--- src/core/smbt_pkg.sv ---
package smbt_pkg;

    // ------------------------------------------------------------
    // Widths and limits
    // ------------------------------------------------------------
    localparam int MOD_W = 3;
    localparam int ADDR_W = 15;
    localparam int CNT_W = 15;
    localparam int ELEM_W = 16;
    localparam int DATA_W = 16;
    localparam logic [CNT_W-1:0] CNT_MIN = 15'h0001;

    // ------------------------------------------------------------
    // Operations and errors
    // ------------------------------------------------------------
    typedef enum logic [1:0] {
        OP_WORD_READ = 2'h0,
        OP_DWORD_READ = 2'h1,
        OP_WORD_WRITE = 2'h2,
        OP_DWORD_WRITE = 2'h3
    } smbt_op_t;

    typedef enum logic [2:0] {
        ERR_NONE = 3'h0,
        ERR_READ_TARGET_INVALID = 3'h1,
        ERR_WRITE_MODULE_ABSENT = 3'h2,
        ERR_BUFFER_RANGE = 3'h3,
        ERR_BAD_COUNT = 3'h4
    } smbt_err_t;

    // ------------------------------------------------------------
    // Request carried from the processor
    // ------------------------------------------------------------
    typedef struct packed {
        smbt_op_t op;
        logic [MOD_W-1:0] target_module_number;
        logic [ADDR_W-1:0] buffer_start_address;
        logic [ELEM_W-1:0] element_start;
        logic [CNT_W-1:0] transfer_count;
    } smbt_req_t;

    typedef enum logic [3:0] {
        ST_IDLE = 4'h1,
        ST_CHECK = 4'h2,
        ST_MOVE = 4'h4,
        ST_DONE = 4'h8
    } smbt_state_t;

endpackage

--- src/core/smbt_engine.sv ---
`timescale 1ns/100ps

module smbt_engine #(
    parameter int MODULE_SIZE = 32768
) (
    // Clock and reset
    input wire logic CORE_CLK,
    input wire logic RST_B,
    // Request from processor
    input wire logic REQ_VALID,
    output logic REQ_READY,
    input wire smbt_pkg::smbt_req_t REQ,
    output logic DONE,
    output smbt_pkg::smbt_err_t ERR,
    // Module presence and buffer sizes, registers per module
    input wire logic [7:0] MOD_PRESENT,
    input wire logic [8*16-1:0] MOD_BUF_SIZE,
    // Element memory port
    output logic ELEM_WE,
    output logic [smbt_pkg::ELEM_W-1:0] ELEM_ADDR,
    output logic [smbt_pkg::DATA_W-1:0] ELEM_WDATA,
    input wire logic [smbt_pkg::DATA_W-1:0] ELEM_RDATA,
    // Module buffer port
    output logic BUF_RE,
    output logic BUF_WE,
    output logic [smbt_pkg::MOD_W-1:0] BUF_MOD,
    output logic [smbt_pkg::ADDR_W-1:0] BUF_ADDR,
    output logic [smbt_pkg::DATA_W-1:0] BUF_WDATA,
    input wire logic [smbt_pkg::DATA_W-1:0] BUF_RDATA
);

    initial
    begin
        if (MODULE_SIZE < 1 || MODULE_SIZE > 32768)
            $error("MODULE_SIZE out of range");
    end

    // ------------------------------------------------------------
    // State and request capture
    // ------------------------------------------------------------
    smbt_pkg::smbt_state_t state_q;
    smbt_pkg::smbt_req_t req_q;
    logic [16:0] remain_q;
    logic [smbt_pkg::ADDR_W-1:0] baddr_q;
    logic [smbt_pkg::ELEM_W-1:0] eaddr_q;
    logic phase_q;
    logic [16:0] regs_total;
    logic [16:0] span_end;
    logic [16:0] bufsize;
    logic is_read;
    logic is_dword;
    smbt_pkg::smbt_err_t chk_err;

    assign is_read = (req_q.op == smbt_pkg::OP_WORD_READ) || (req_q.op == smbt_pkg::OP_DWORD_READ);
    assign is_dword = (req_q.op == smbt_pkg::OP_DWORD_READ) || (req_q.op == smbt_pkg::OP_DWORD_WRITE);
    assign bufsize = {1'b0, MOD_BUF_SIZE[req_q.target_module_number*16 +: 16]};
    assign regs_total = is_dword ? {1'b0, req_q.transfer_count, 1'b0} : {2'b00, req_q.transfer_count};
    assign span_end = {2'b00, req_q.buffer_start_address} + regs_total;

    always_comb
    begin
        chk_err = smbt_pkg::ERR_NONE;
        if (!MOD_PRESENT[req_q.target_module_number])
            chk_err = is_read ? smbt_pkg::ERR_READ_TARGET_INVALID : smbt_pkg::ERR_WRITE_MODULE_ABSENT;
        else if (req_q.transfer_count < smbt_pkg::CNT_MIN)
            chk_err = smbt_pkg::ERR_BAD_COUNT;
        else if ({2'b00, req_q.buffer_start_address} >= bufsize || span_end > bufsize)
            chk_err = smbt_pkg::ERR_BUFFER_RANGE;
    end

    assign REQ_READY = (state_q == smbt_pkg::ST_IDLE);

    always_ff @(posedge CORE_CLK or negedge RST_B)
    begin
        if (!RST_B)
        begin
            state_q <= smbt_pkg::ST_IDLE;
            req_q <= '0;
            remain_q <= 17'h0;
            baddr_q <= 15'h0;
            eaddr_q <= 16'h0;
            phase_q <= 1'b0;
            ERR <= smbt_pkg::ERR_NONE;
        end
        else
        begin
            case (state_q)
                smbt_pkg::ST_IDLE:
                begin
                    if (REQ_VALID)
                    begin
                        req_q <= REQ;
                        state_q <= smbt_pkg::ST_CHECK;
                    end
                end
                smbt_pkg::ST_CHECK:
                begin
                    ERR <= chk_err;
                    remain_q <= regs_total;
                    baddr_q <= req_q.buffer_start_address;
                    eaddr_q <= req_q.element_start;
                    phase_q <= 1'b0;
                    state_q <= (chk_err == smbt_pkg::ERR_NONE) ? smbt_pkg::ST_MOVE : smbt_pkg::ST_DONE;
                end
                smbt_pkg::ST_MOVE:
                begin
                    if (phase_q)
                    begin
                        baddr_q <= baddr_q + 15'h1;
                        eaddr_q <= eaddr_q + 16'h1;
                        remain_q <= remain_q - 17'h1;
                        if (remain_q == 17'h1)
                            state_q <= smbt_pkg::ST_DONE;
                    end
                    phase_q <= ~phase_q;
                end
                smbt_pkg::ST_DONE:
                begin
                    state_q <= smbt_pkg::ST_IDLE;
                end
                default:
                begin
                    state_q <= smbt_pkg::ST_IDLE;
                end
            endcase
        end
    end

    // ------------------------------------------------------------
    // Data path
    // ------------------------------------------------------------
    // Phase 0 presents the source address, phase 1 writes the sink, so both
    // memories may have a one-cycle registered read.
    assign DONE = (state_q == smbt_pkg::ST_DONE);
    assign BUF_MOD = req_q.target_module_number;
    assign BUF_ADDR = baddr_q;
    assign ELEM_ADDR = eaddr_q;
    assign BUF_RE = (state_q == smbt_pkg::ST_MOVE) && is_read && !phase_q;
    assign ELEM_WE = (state_q == smbt_pkg::ST_MOVE) && is_read && phase_q;
    assign ELEM_WDATA = BUF_RDATA;
    assign BUF_WE = (state_q == smbt_pkg::ST_MOVE) && !is_read && phase_q;
    assign BUF_WDATA = ELEM_RDATA;
endmodule // smbt_engine

--- config.mk ---
export PLATFORM = sky130hd
export DESIGN_NAME = smbt_engine
export DESIGN_NICKNAME = d
export VERILOG_FILES = /design/src/core/smbt_pkg.sv /design/src/core/smbt_engine.sv
export SDC_FILE = /design/constraint.sdc
export NUM_CORES = 1
export LEC_CHECK = 0
export BUFFER_PORTS_ARGS = -buffer_cell sky130_fd_sc_hd__buf_2
export CORE_ASPECT_RATIO = 0.75
export CORE_MARGIN = 4
export CORE_UTILIZATION = 55
export CTS_CLUSTER_SIZE = 16
export DETAILED_ROUTE_END_ITERATION = 10
export PLACE_DENSITY = 0.88
export SYNTH_ARGS = -nofsm -noshare
export SYNTH_HDL_FRONTEND = slang
export SYNTH_SLANG_ARGS = --single-unit
--- constraint.sdc ---
create_clock -name CORE_CLK -period 6.6 [get_ports CORE_CLK]
set_clock_uncertainty 0.05 [all_clocks]
set_input_delay 0.99 -clock CORE_CLK [delete_from_list [all_inputs] [get_ports CORE_CLK]]
set_output_delay 0.99 -clock CORE_CLK [all_outputs]
set_load 0.1 [all_outputs]
==> metrics.md, run 1 <==
| Metric | Value |
|---|---|
| Number of iterations in the first detailed-routing pass | 5 |
| Hold Fails Final Rpt | 0 |
| Achievable clock frequency | 222 MHz |
| Number of design rule violations left after detail routing | 0 |
| Final nets | between 1000 and 1500 |
| Area enclosed by the die boundary | about 16000 µm² |
| Top layer reached by signal wires | met4 |
| Count of flip-flops with a built-in enable after synthesis | 0 |
| Yosys warnings | 0 |
| Number of placement rows | 37 |
| Hold/Removal Path Class | reg -> reg |
| Overall via count from detail_route | 7095 |
| TritonCTS clock tree | yes |
| Most used flip-flop cell after synthesis | sky130_fd_sc_hd__dfrtp_1 |
| Gr usage total | 27.6% |
| Seq. cell area | around 2700 µm² |
| Clock transition time at the flip-flop clock pins of the worst setup and hold paths | 0.07 ns |
| Antenna cell count | 0 |
| Number of post-CTS setup repair buffers | 0 |
| Number of nets with antenna violations after detailed routing | 0 |
| Ranking of synthesized cells by area | sky130_fd_sc_hd__dfrtp_1 34%, sky130_fd_sc_hd__mux4_2 9.7%, sky130_fd_sc_hd__mux2_2 9.2% |
| Data required time of the critical path | between 6 and 7 ns |
| Element type at the critical path end | flip-flop |
| Area occupied by multi-input gates | roughly 4700 µm² |
| Buffer levels on the longest clock path | 2 |
| Final number of setup-violating endpoints | 0 |
| Number of buffers inserted by port buffering | 231 |
| Mapped Nets | 1056 |
| Post-synthesis sequential area ratio | between 30 and 40% |
| Post-synth top cells | 106 x sky130_fd_sc_hd__dfrtp_1, 64 x sky130_fd_sc_hd__mux2_2, 54 x sky130_fd_sc_hd__nand2_1, 54 x sky130_fd_sc_hd__nor2_1, 50 x sky130_fd_sc_hd__ha_1 |
| Number of global-route vias before repair | approximately 7000 |
| Unrepaired setup endpoints after global routing | false |
| CP startpoint kind | flip-flop |
| Number of synthesized register bits | about 110 |
| Wire length on met3 | about 2300 µm |
| Hold buffer count at CTS | 0 |
| Filler cell count in the final layout | between 1000 and 1500 |
| Synth Area per Inst | 10.1 µm² |
| Share of final-layout standard cells stronger than drive strength 1 | 38.0% |
| Share of the synthesized area in the top cell type | 33.7% |
| Count of max-cap constraint violations | 0 |
| Critical Path Max Stage Delay | around 0.7 ns |
| Share of the clock period used by the worst path | between 60% and 70% |
| Final-report max-slew violation count | 0 |
| Measured slew at the worst slew-check pin | 1.07 ns |
| Maximum level of the CTS H-tree | 3 |
| Maximum fanout count along the critical path | 17 |
| Result of the run | finished, final reports clean |
| Cell type with the highest aggregate area in the netlist | sky130_fd_sc_hd__dfrtp_1 |
| Final critical-path required period | 4.50 ns |
| First-pass GRT wire length | approximately 36000 µm |
| Number of CTS-inserted buffers | 9 |
| Vert. Die Dim | 112 µm |
| Starting density of the core | a little under three fifths |
| Number of standard cells after synthesis | 783 |
| First-iteration detailed-routing DRC count | approximately 710 |
| Gr ovfl total | 0 |
| Type of the worst setup path | reg -> reg |
| WP data arrival | roughly 4.8 ns |
| Total negative slack for setup checks | 0 ns |
| Root buffer selected by CTS | sky130_fd_sc_hd__clkbuf_16 |
| Async SR Flop Fraction | 100% |
| Vias per Instance | roughly 6.2 |
| RePlAce Congestion | approximately 0.93 |
| Post-detailed-placement half-perimeter wirelength | 17600 µm |
| DIE WIDTH | 146 µm |
| Clock latency of the later-clocked register in the worst-skew pair | 0.35 ns |
| Met2 wire length | ~10000 µm |
| Top-count cell post-synth | sky130_fd_sc_hd__dfrtp_1 |
| Cells resized by post-CTS repair | 0 |
| Layout-stage area growth over the synthesis result | 16.5% |
| Area of the core | 13900 µm² |
| Average wire per cell in the routed design | roughly 20 µm |
| Mapped Area | between 7000 and 8000 µm² |
| Distinct cells, synth | 68 |
| Total routed wire length on the met1 layer | around 9900 µm |
| Critical path cell sequence | mux2_2 -> ha_1 -> nor2b_1 -> o31a_1 -> o21ai_0 -> nand2_1 -> a31o_2 -> xor2_1 -> ha_1 -> nand4_1 -> or4_1 -> o21ai_0 -> o21ai_1 -> nor2_1 -> a32o_1 |
| Final routed wirelength across all metal layers | 22800 µm |
| Slowest cell on the critical path | sky130_fd_sc_hd__dfrtp_1 |
| Maximum number of pins on one net before global-route repair | 69 |
| Boundary Pins | between 200 and 300 |
| Number of clock sinks | between 100 and 150 |
| Initial antenna violation count | 0 |
| Slew headroom | between 20% and 30% |
==> final timing paths <==
path | from | end | slack, ns | depth (start not counted)
max in group asynchronous | RST_B | req_q[43] | 4.71 | 2
hold reg to reg | ERR[2] | ERR[2] | 0.42 | 2
setup reg to reg | req_q[49] | state_q[2] | 2.10 | 15
hold / removal | ERR[2] | ERR[2] | 0.42 | 2
setup / recovery | req_q[49] | state_q[2] | 2.10 | 15
min in group asynchronous | RST_B | req_q[16] | 0.56 | 1
==> critical path, delay by kind of cell, from the launching register on <==
kind / cells / cell delay, ns
adder cells (fa/ha/maj): 2 / 0.64
multiplexers: 1 / 0.42
AND/OR/NAND/NOR: 5 / 1.17
AO/OA/AOI/OAI: 6 / 1.29
flip-flops: 1 / 0.72
XOR/XNOR: 1 / 0.15
==> layer usage <==
layer | vias to the layer above | track usage, %
met3 | 28 | 6.79
li1 | 3268 | -
met1 | 3454 | 39.6
met4 | 0 | 6.08
met5 | - | 0
met2 | 345 | 42.7
==> sequential cells by signal, indices dropped and copies added, names as in the netlist <==
register / flops
BUF_ADDR: 15
BUF_MOD: 3
ELEM_ADDR: 16
ERR: 3
phase_q: 1
remain_q: 17
req_q: 48
state_q: 4
==> placed cells by master (no fill, tap or decap), types with 3 or more instances in the layout <==
cell | Yosys | layout
sky130_fd_sc_hd__o22ai_1 | 10 | 10
sky130_fd_sc_hd__inv_1 | 20 | 20
sky130_fd_sc_hd__a21oi_1 | 46 | 46
sky130_fd_sc_hd__a221o_1 | 6 | 6
sky130_fd_sc_hd__a211o_1 | 3 | 3
sky130_fd_sc_hd__nor4_1 | 10 | 10
sky130_fd_sc_hd__buf_2 | 8 | 230
sky130_fd_sc_hd__or3_1 | 3 | 3
sky130_fd_sc_hd__o31ai_1 | 3 | 3
sky130_fd_sc_hd__or4_1 | 3 | 3
sky130_fd_sc_hd__clkbuf_16 | 0 | 9
sky130_fd_sc_hd__nor2b_1 | 11 | 11
sky130_fd_sc_hd__nand3_1 | 23 | 23
sky130_fd_sc_hd__mux2_2 | 64 | 64
sky130_fd_sc_hd__xnor2_1 | 9 | 9
sky130_fd_sc_hd__nand2_1 | 54 | 53
sky130_fd_sc_hd__o21ai_0 | 48 | 48
sky130_fd_sc_hd__o21bai_1 | 3 | 3
sky130_fd_sc_hd__a311oi_1 | 5 | 5
sky130_fd_sc_hd__nor3b_1 | 4 | 4
sky130_fd_sc_hd__nand4_1 | 12 | 12
sky130_fd_sc_hd__o211ai_1 | 6 | 6
sky130_fd_sc_hd__a21o_1 | 7 | 7
sky130_fd_sc_hd__a211oi_1 | 9 | 9
sky130_fd_sc_hd__dfrtp_1 | 106 | 105
sky130_fd_sc_hd__nor3_1 | 21 | 21
sky130_fd_sc_hd__o311ai_0 | 3 | 3
sky130_fd_sc_hd__a32oi_1 | 3 | 3
sky130_fd_sc_hd__nor2_1 | 54 | 54
sky130_fd_sc_hd__buf_4 | 36 | 10
sky130_fd_sc_hd__ha_1 | 50 | 50
sky130_fd_sc_hd__and2_1 | 6 | 6
sky130_fd_sc_hd__a22oi_1 | 5 | 5
sky130_fd_sc_hd__mux2i_1 | 18 | 18
sky130_fd_sc_hd__mux4_2 | 34 | 34
sky130_fd_sc_hd__and3_1 | 8 | 8
sky130_fd_sc_hd__o21a_1 | 6 | 6
==> final cells by class <==
type	count	share of cell area [%]
multi-input cells	580	51.2
flip-flops and latches	107	29.2
repair buffers	240	13.4
clock buffers	12	2.69
well taps	175	2.39
inverters	20	0.818
clock inverters	4	0.368
==> cell families after synthesis <==
| logic type | share of synthesized area (%) |
|---|---|
| and+or+nand+nor | 14.3 |
| muxes | 21.2 |
| DFF | 34.0 |
| AOI/OAI and AO/OA | 14.6 |
| buffers and inverters | 6.42 |
| adders and majority gates | 8.20 |
| xor gates and xnor gates | 1.22 |
==> per-stage QoR <==
step           hold slack, ns  cells  area (µm²)  utilization [%]  worst slack [ns]
2_1_floorplan           0.391    783        7880                -              1.48
3_3_place_gp            0.407   1122        8890             64.0              2.31
3_5_place_dp            0.412   1122        8890             64.0              2.20
4_1_cts                 0.427   1138        9170             66.1              2.17
5_1_grt                 0.474   1138        9170             66.1              1.79
6_report                0.423   1138        9170             66.1              2.10
Power of run 1 is not shown: default switching activity piles up to over one toggle a cycle in this logic, so the estimate is an artifact.
==> run 2, diff against run 1 <==
ABC_AREA = 1   (was default)
CORE_UTILIZATION = 46   (was 55)
PLACE_DENSITY = 0.78   (was 0.88)
clock period = 3.96 ns   (was 6.6 ns; I/O delays follow)
==> metrics.md, run 2 <==
| Metric | Value |
|---|---|
| Most common cell type on the critical path | sky130_fd_sc_hd__nand2_1 |
| Share of the clock period used by the worst path | 91.1% (was 68.2%) |
| Async SR Flop Fraction | 100% (unchanged) |
| First-iteration detailed-routing DRC count | 795 (was 706) |
| Worst vdd ir | roughly 0.00077 V |
| Launch point of the worst reg-to-reg path | req_q[49] (unchanged) |
| Number of buffers inserted by port buffering | 231 (unchanged) |
| CP startpoint kind | flip-flop (unchanged) |
| Hold Fails Final Rpt | 0 (unchanged) |
| Worst R2R End | state_q[3] (was state_q[2]) |
| Post-route cell area | 9480 µm² (was 9170 µm²) |
| Final number of setup-violating endpoints | 0 (unchanged) |
| Data required time of the critical path | 4.15 ns (was 6.84 ns) |
| Number of CTS-inserted buffers | 9 (unchanged) |
| Overall via count from detail_route | 8302 (was 7095) |
| Most flops, register | req_q (unchanged) |
| Static power due to leakage | between 4 and 5 nW |
| Share of the synthesized area in the top cell type | 32.8% (was 33.7%) |
| Final-report max-slew violation count | 0 (unchanged) |
| Worst reg2reg setup slack | 0.35 ns (was 2.10 ns) |
| Number of nets with antenna violations after detailed routing | 0 (unchanged) |
| Critical path cell sequence | buf_2 -> nand2_1 -> o21ai_0 -> ha_1 -> inv_1 -> nor3_2 -> a21oi_4 -> nor2_1 -> a21boi_1 -> o21ai_1 -> nand2_1 -> nand3_1 -> nand2_1 -> ha_1 -> nand3_1 -> nor3b_1 -> nand3_1 -> nand2_1 -> nand4_1 -> nand2_1 -> nand2_1 (was mux2_2 -> ha_1 -> nor2b_1 -> o31a_1 -> o21ai_0 -> nand2_1 -> a31o_2 -> xor2_1 -> ha_1 -> nand4_1 -> or4_1 -> o21ai_0 -> o21ai_1 -> nor2_1 -> a32o_1) |
| Maximum number of pins on one net before global-route repair | 70 (was 69) |
| Slowest cell on the critical path | sky130_fd_sc_hd__dfrtp_2 (was sky130_fd_sc_hd__dfrtp_1) |
| Top-count cell post-synth | sky130_fd_sc_hd__nand2_1 (was sky130_fd_sc_hd__dfrtp_1) |
| Number of placement rows | 41 (was 37) |
| Final core area utilization | 55.6% (was 66.1%) |
| Number of design rule violations left after detail routing | 0 (unchanged) |
| Layout-stage area growth over the synthesis result | 17.3% (was 16.5%) |
| Starting density of the core | 47.5% (was 56.7%) |
| RePlAce Congestion | 0.972 (was 0.931) |
| Final routed wirelength across all metal layers | 25100 µm (was 22800 µm) |
| Worst reg2reg path depth | 21 (was 15) |
| Measured slew at the worst slew-check pin | 1.10 ns (was 1.07 ns) |
| Initial antenna violation count | 0 (unchanged) |
| Power per Cell Area | approximately 1100 nW/µm² |
| Vert. Die Dim | 123 µm (was 112 µm) |
| Post-synthesis sequential area ratio | 33.1% (was 34.0%) |
| First-pass GRT wire length | 38900 µm (was 36300 µm) |
| Boundary Pins | 296 (unchanged) |
| Distinct cells, synth | 46 (was 68) |
| Ranking of synthesized cells by area | sky130_fd_sc_hd__dfrtp_1 33%, sky130_fd_sc_hd__o21ai_0 10%, sky130_fd_sc_hd__nand2_1 8.6% (was sky130_fd_sc_hd__dfrtp_1 34%, sky130_fd_sc_hd__mux4_2 9.7%, sky130_fd_sc_hd__mux2_2 9.2%) |
| Count of max-cap constraint violations | 0 (unchanged) |
| Post-synth top cells | 185 x sky130_fd_sc_hd__nand2_1, 169 x sky130_fd_sc_hd__o21ai_0, 131 x sky130_fd_sc_hd__nor2_1 (was 106 x sky130_fd_sc_hd__dfrtp_1, 64 x sky130_fd_sc_hd__mux2_2, 54 x sky130_fd_sc_hd__nand2_1, 54 x sky130_fd_sc_hd__nor2_1, 50 x sky130_fd_sc_hd__ha_1) |
| Average wire per cell in the routed design | 16.6 µm (was 20.0 µm) |
| Vias per Instance | 5.49 (was 6.23) |
| Element type at the critical path end | flip-flop (unchanged) |
| Number of synthesized register bits | 107 (unchanged) |
| Area enclosed by the die boundary | 19800 µm² (was 16300 µm²) |
| Mapped Nets | 1374 (was 1056) |
| Synth Area per Inst | 7.34 µm² (was 10.1 µm²) |
| Clock latency of the later-clocked register in the worst-skew pair | 0.35 ns (about the same) |
| Type of the worst setup path | reg -> reg (unchanged) |
| Number of global-route vias before repair | 7549 (was 7021) |
| Maximum fanout count along the critical path | 8 (was 17) |
| CP bufs+invs | 2 (was 0) |
| DIE WIDTH | 161 µm (was 146 µm) |
| Root buffer selected by CTS | sky130_fd_sc_hd__clkbuf_16 (unchanged) |
| Result of the run | finished, final reports clean (unchanged) |
| Count of flip-flops with a built-in enable after synthesis | 0 (unchanged) |
| Filler cell count in the final layout | 1627 (was 1127) |
| Antenna cell count | 0 (unchanged) |
| Gr usage total | 24.3% (was 27.6%) |
| WP data arrival | 3.79 ns (was 4.75 ns) |
| TritonCTS clock tree | yes (unchanged) |
| Number of standard cells after synthesis | 1101 (was 783) |
| Maximum level of the CTS H-tree | 3 (unchanged) |
| Buffer levels on the longest clock path | 2 (unchanged) |
| Mapped Area | 8080 µm² (was 7880 µm²) |
| Number of flip-flops under the largest register name | 48 (unchanged) |
| Share of final-layout standard cells stronger than drive strength 1 | 23.4% (was 38.0%) |
| Area of the core | 17000 µm² (was 13900 µm²) |
| Cell type with the highest aggregate area in the netlist | sky130_fd_sc_hd__dfrtp_1 (unchanged) |
| Final critical-path required period | 3.61 ns (was 4.50 ns) |
| Cell class contributing the biggest share of worst-path delay | simple AND/OR/NAND/NOR gates (was compound AO/OA/AOI/OAI gates) |
| Post-detailed-placement half-perimeter wirelength | 19500 µm (was 17600 µm) |
| Post-placement setup slack | 0.165 ns (was 2.20 ns) |
| Yosys warnings | 0 (unchanged) |
| Achievable clock frequency | 277 MHz (was 222 MHz) |
| Most used flip-flop cell after synthesis | sky130_fd_sc_hd__dfrtp_1 (unchanged) |
| Final nets | 1544 (was 1231) |
| Number of iterations in the first detailed-routing pass | 6 (was 5) |
| Gr ovfl total | 0 (unchanged) |
| Hold/Removal Path Class | in -> async (was reg -> reg) |
| Clock transition time at the flip-flop clock pins of the worst setup and hold paths | 0.07 ns (about the same) |
| Total chip power | 0.0103 W |
| Critical Path Max Stage Delay | 0.46 ns (was 0.72 ns) |
| Commonest non-fill, non-tap cell in the layout | sky130_fd_sc_hd__buf_2 (unchanged) |
| Setup ws final | 0.353 ns (was 2.10 ns) |
| Slew headroom | 26.9% (was 28.8%) |
| Number of clock sinks | 107 (unchanged) |
| Standard cell area after detailed placement | 9170 µm² (was 8890 µm²) |
| Highest-count cells in the layout ignoring fill and taps | 231 x sky130_fd_sc_hd__buf_2, 185 x sky130_fd_sc_hd__nand2_1, 163 x sky130_fd_sc_hd__o21ai_0 (was 230 x sky130_fd_sc_hd__buf_2, 105 x sky130_fd_sc_hd__dfrtp_1, 64 x sky130_fd_sc_hd__mux2_2) |
| Total negative slack for setup checks | 0 ns (unchanged) |
## run 2: cell types whose count changed after synthesis, moves of 20 or more
cell,delta
sky130_fd_sc_hd__mux2_2,-45
sky130_fd_sc_hd__inv_1,+89
sky130_fd_sc_hd__xor2_1,+22
sky130_fd_sc_hd__nand2_1,+131
sky130_fd_sc_hd__o22ai_1,+20
sky130_fd_sc_hd__nor2_1,+77
sky130_fd_sc_hd__mux4_2,-34
sky130_fd_sc_hd__o21ai_0,+121
## run 2: repair_timing
| item | 4_1_cts | 5_1_grt |
|---|---|---|
| endpoints found under the setup margin | 0 | 4 |
| endpoints found under the hold margin | 0 | 0 |
| hold buffers | 0 | 0 |
| gates resized for setup | 0 | 13 |
| setup buffers | 0 | 1 |
## run 2: metrics by stage
stage	hold slack [ns]	std cells
6_report	0.265	1512
4_1_cts	0.302	1511
3_3_place_gp	0.435	1495
5_1_grt	0.327	1512
3_5_place_dp	0.440	1495
2_1_floorplan	0.248	1101
## run 2: power breakdown
group	leakage (nW)	internal, W	switching, W
combinational	3.28	0.00226	0.00499
clock	0.135	0.000432	0.000418
sequential	1.30	0.00162	0.000533
total	4.72	0.00431	0.00594
## run 2: how the worst max path moves through the flow
stage / startpoint / endpoint / depth (start not counted)
2_1_floorplan: state_q[3] / REQ_READY / 3
4_1_cts: req_q[49] / state_q[3] / 21
3_5_place_dp: req_q[49] / state_q[3] / 21
5_1_grt: req_q[49] / ERR[0] / 21
6_report: req_q[49] / state_q[3] / 21
3_3_place_gp: req_q[49] / state_q[3] / 20
## run 2: kinds of logic (layout without fill, tap and decap cells)
kind of cell / Yosys count / in the layout / synth area share (%)
AOI/OAI and AO/OA: 302 / 302 / 21.4
adders and majority gates: 51 / 51 / 7.99
buffers and inverters: 198 / 373 / 11.2
and+or+nand+nor: 393 / 393 / 20.2
DFF: 107 / 107 / 33.1
muxes: 19 / 19 / 2.65
xor gates and xnor gates: 31 / 31 / 3.36
## run 2: per-layer routing
layer / track usage, % / part of all wire, % / vias up
met2: 35.9 / 43 / 392
met1: 36.6 / 46 / 3820
met4: 5.17 / 1.8 / 0
met3: 5.20 / 9.2 / 38
li1: - / - / 4052
met5: 0 / 0 / -
## run 2: final cells by class
type                    count  area (µm²)  share of cell area, %
multi-input cells         796        4520                   47.7
clock inverters             7        52.6                  0.554
flip-flops and latches    107        2680                   28.3
repair buffers            247        1290                   13.6
clock buffers               9         225                   2.38
inverters                 110         413                   4.36
well taps                 236         295                   3.12
No activity file was read; power rests on OpenSTA's default activity.
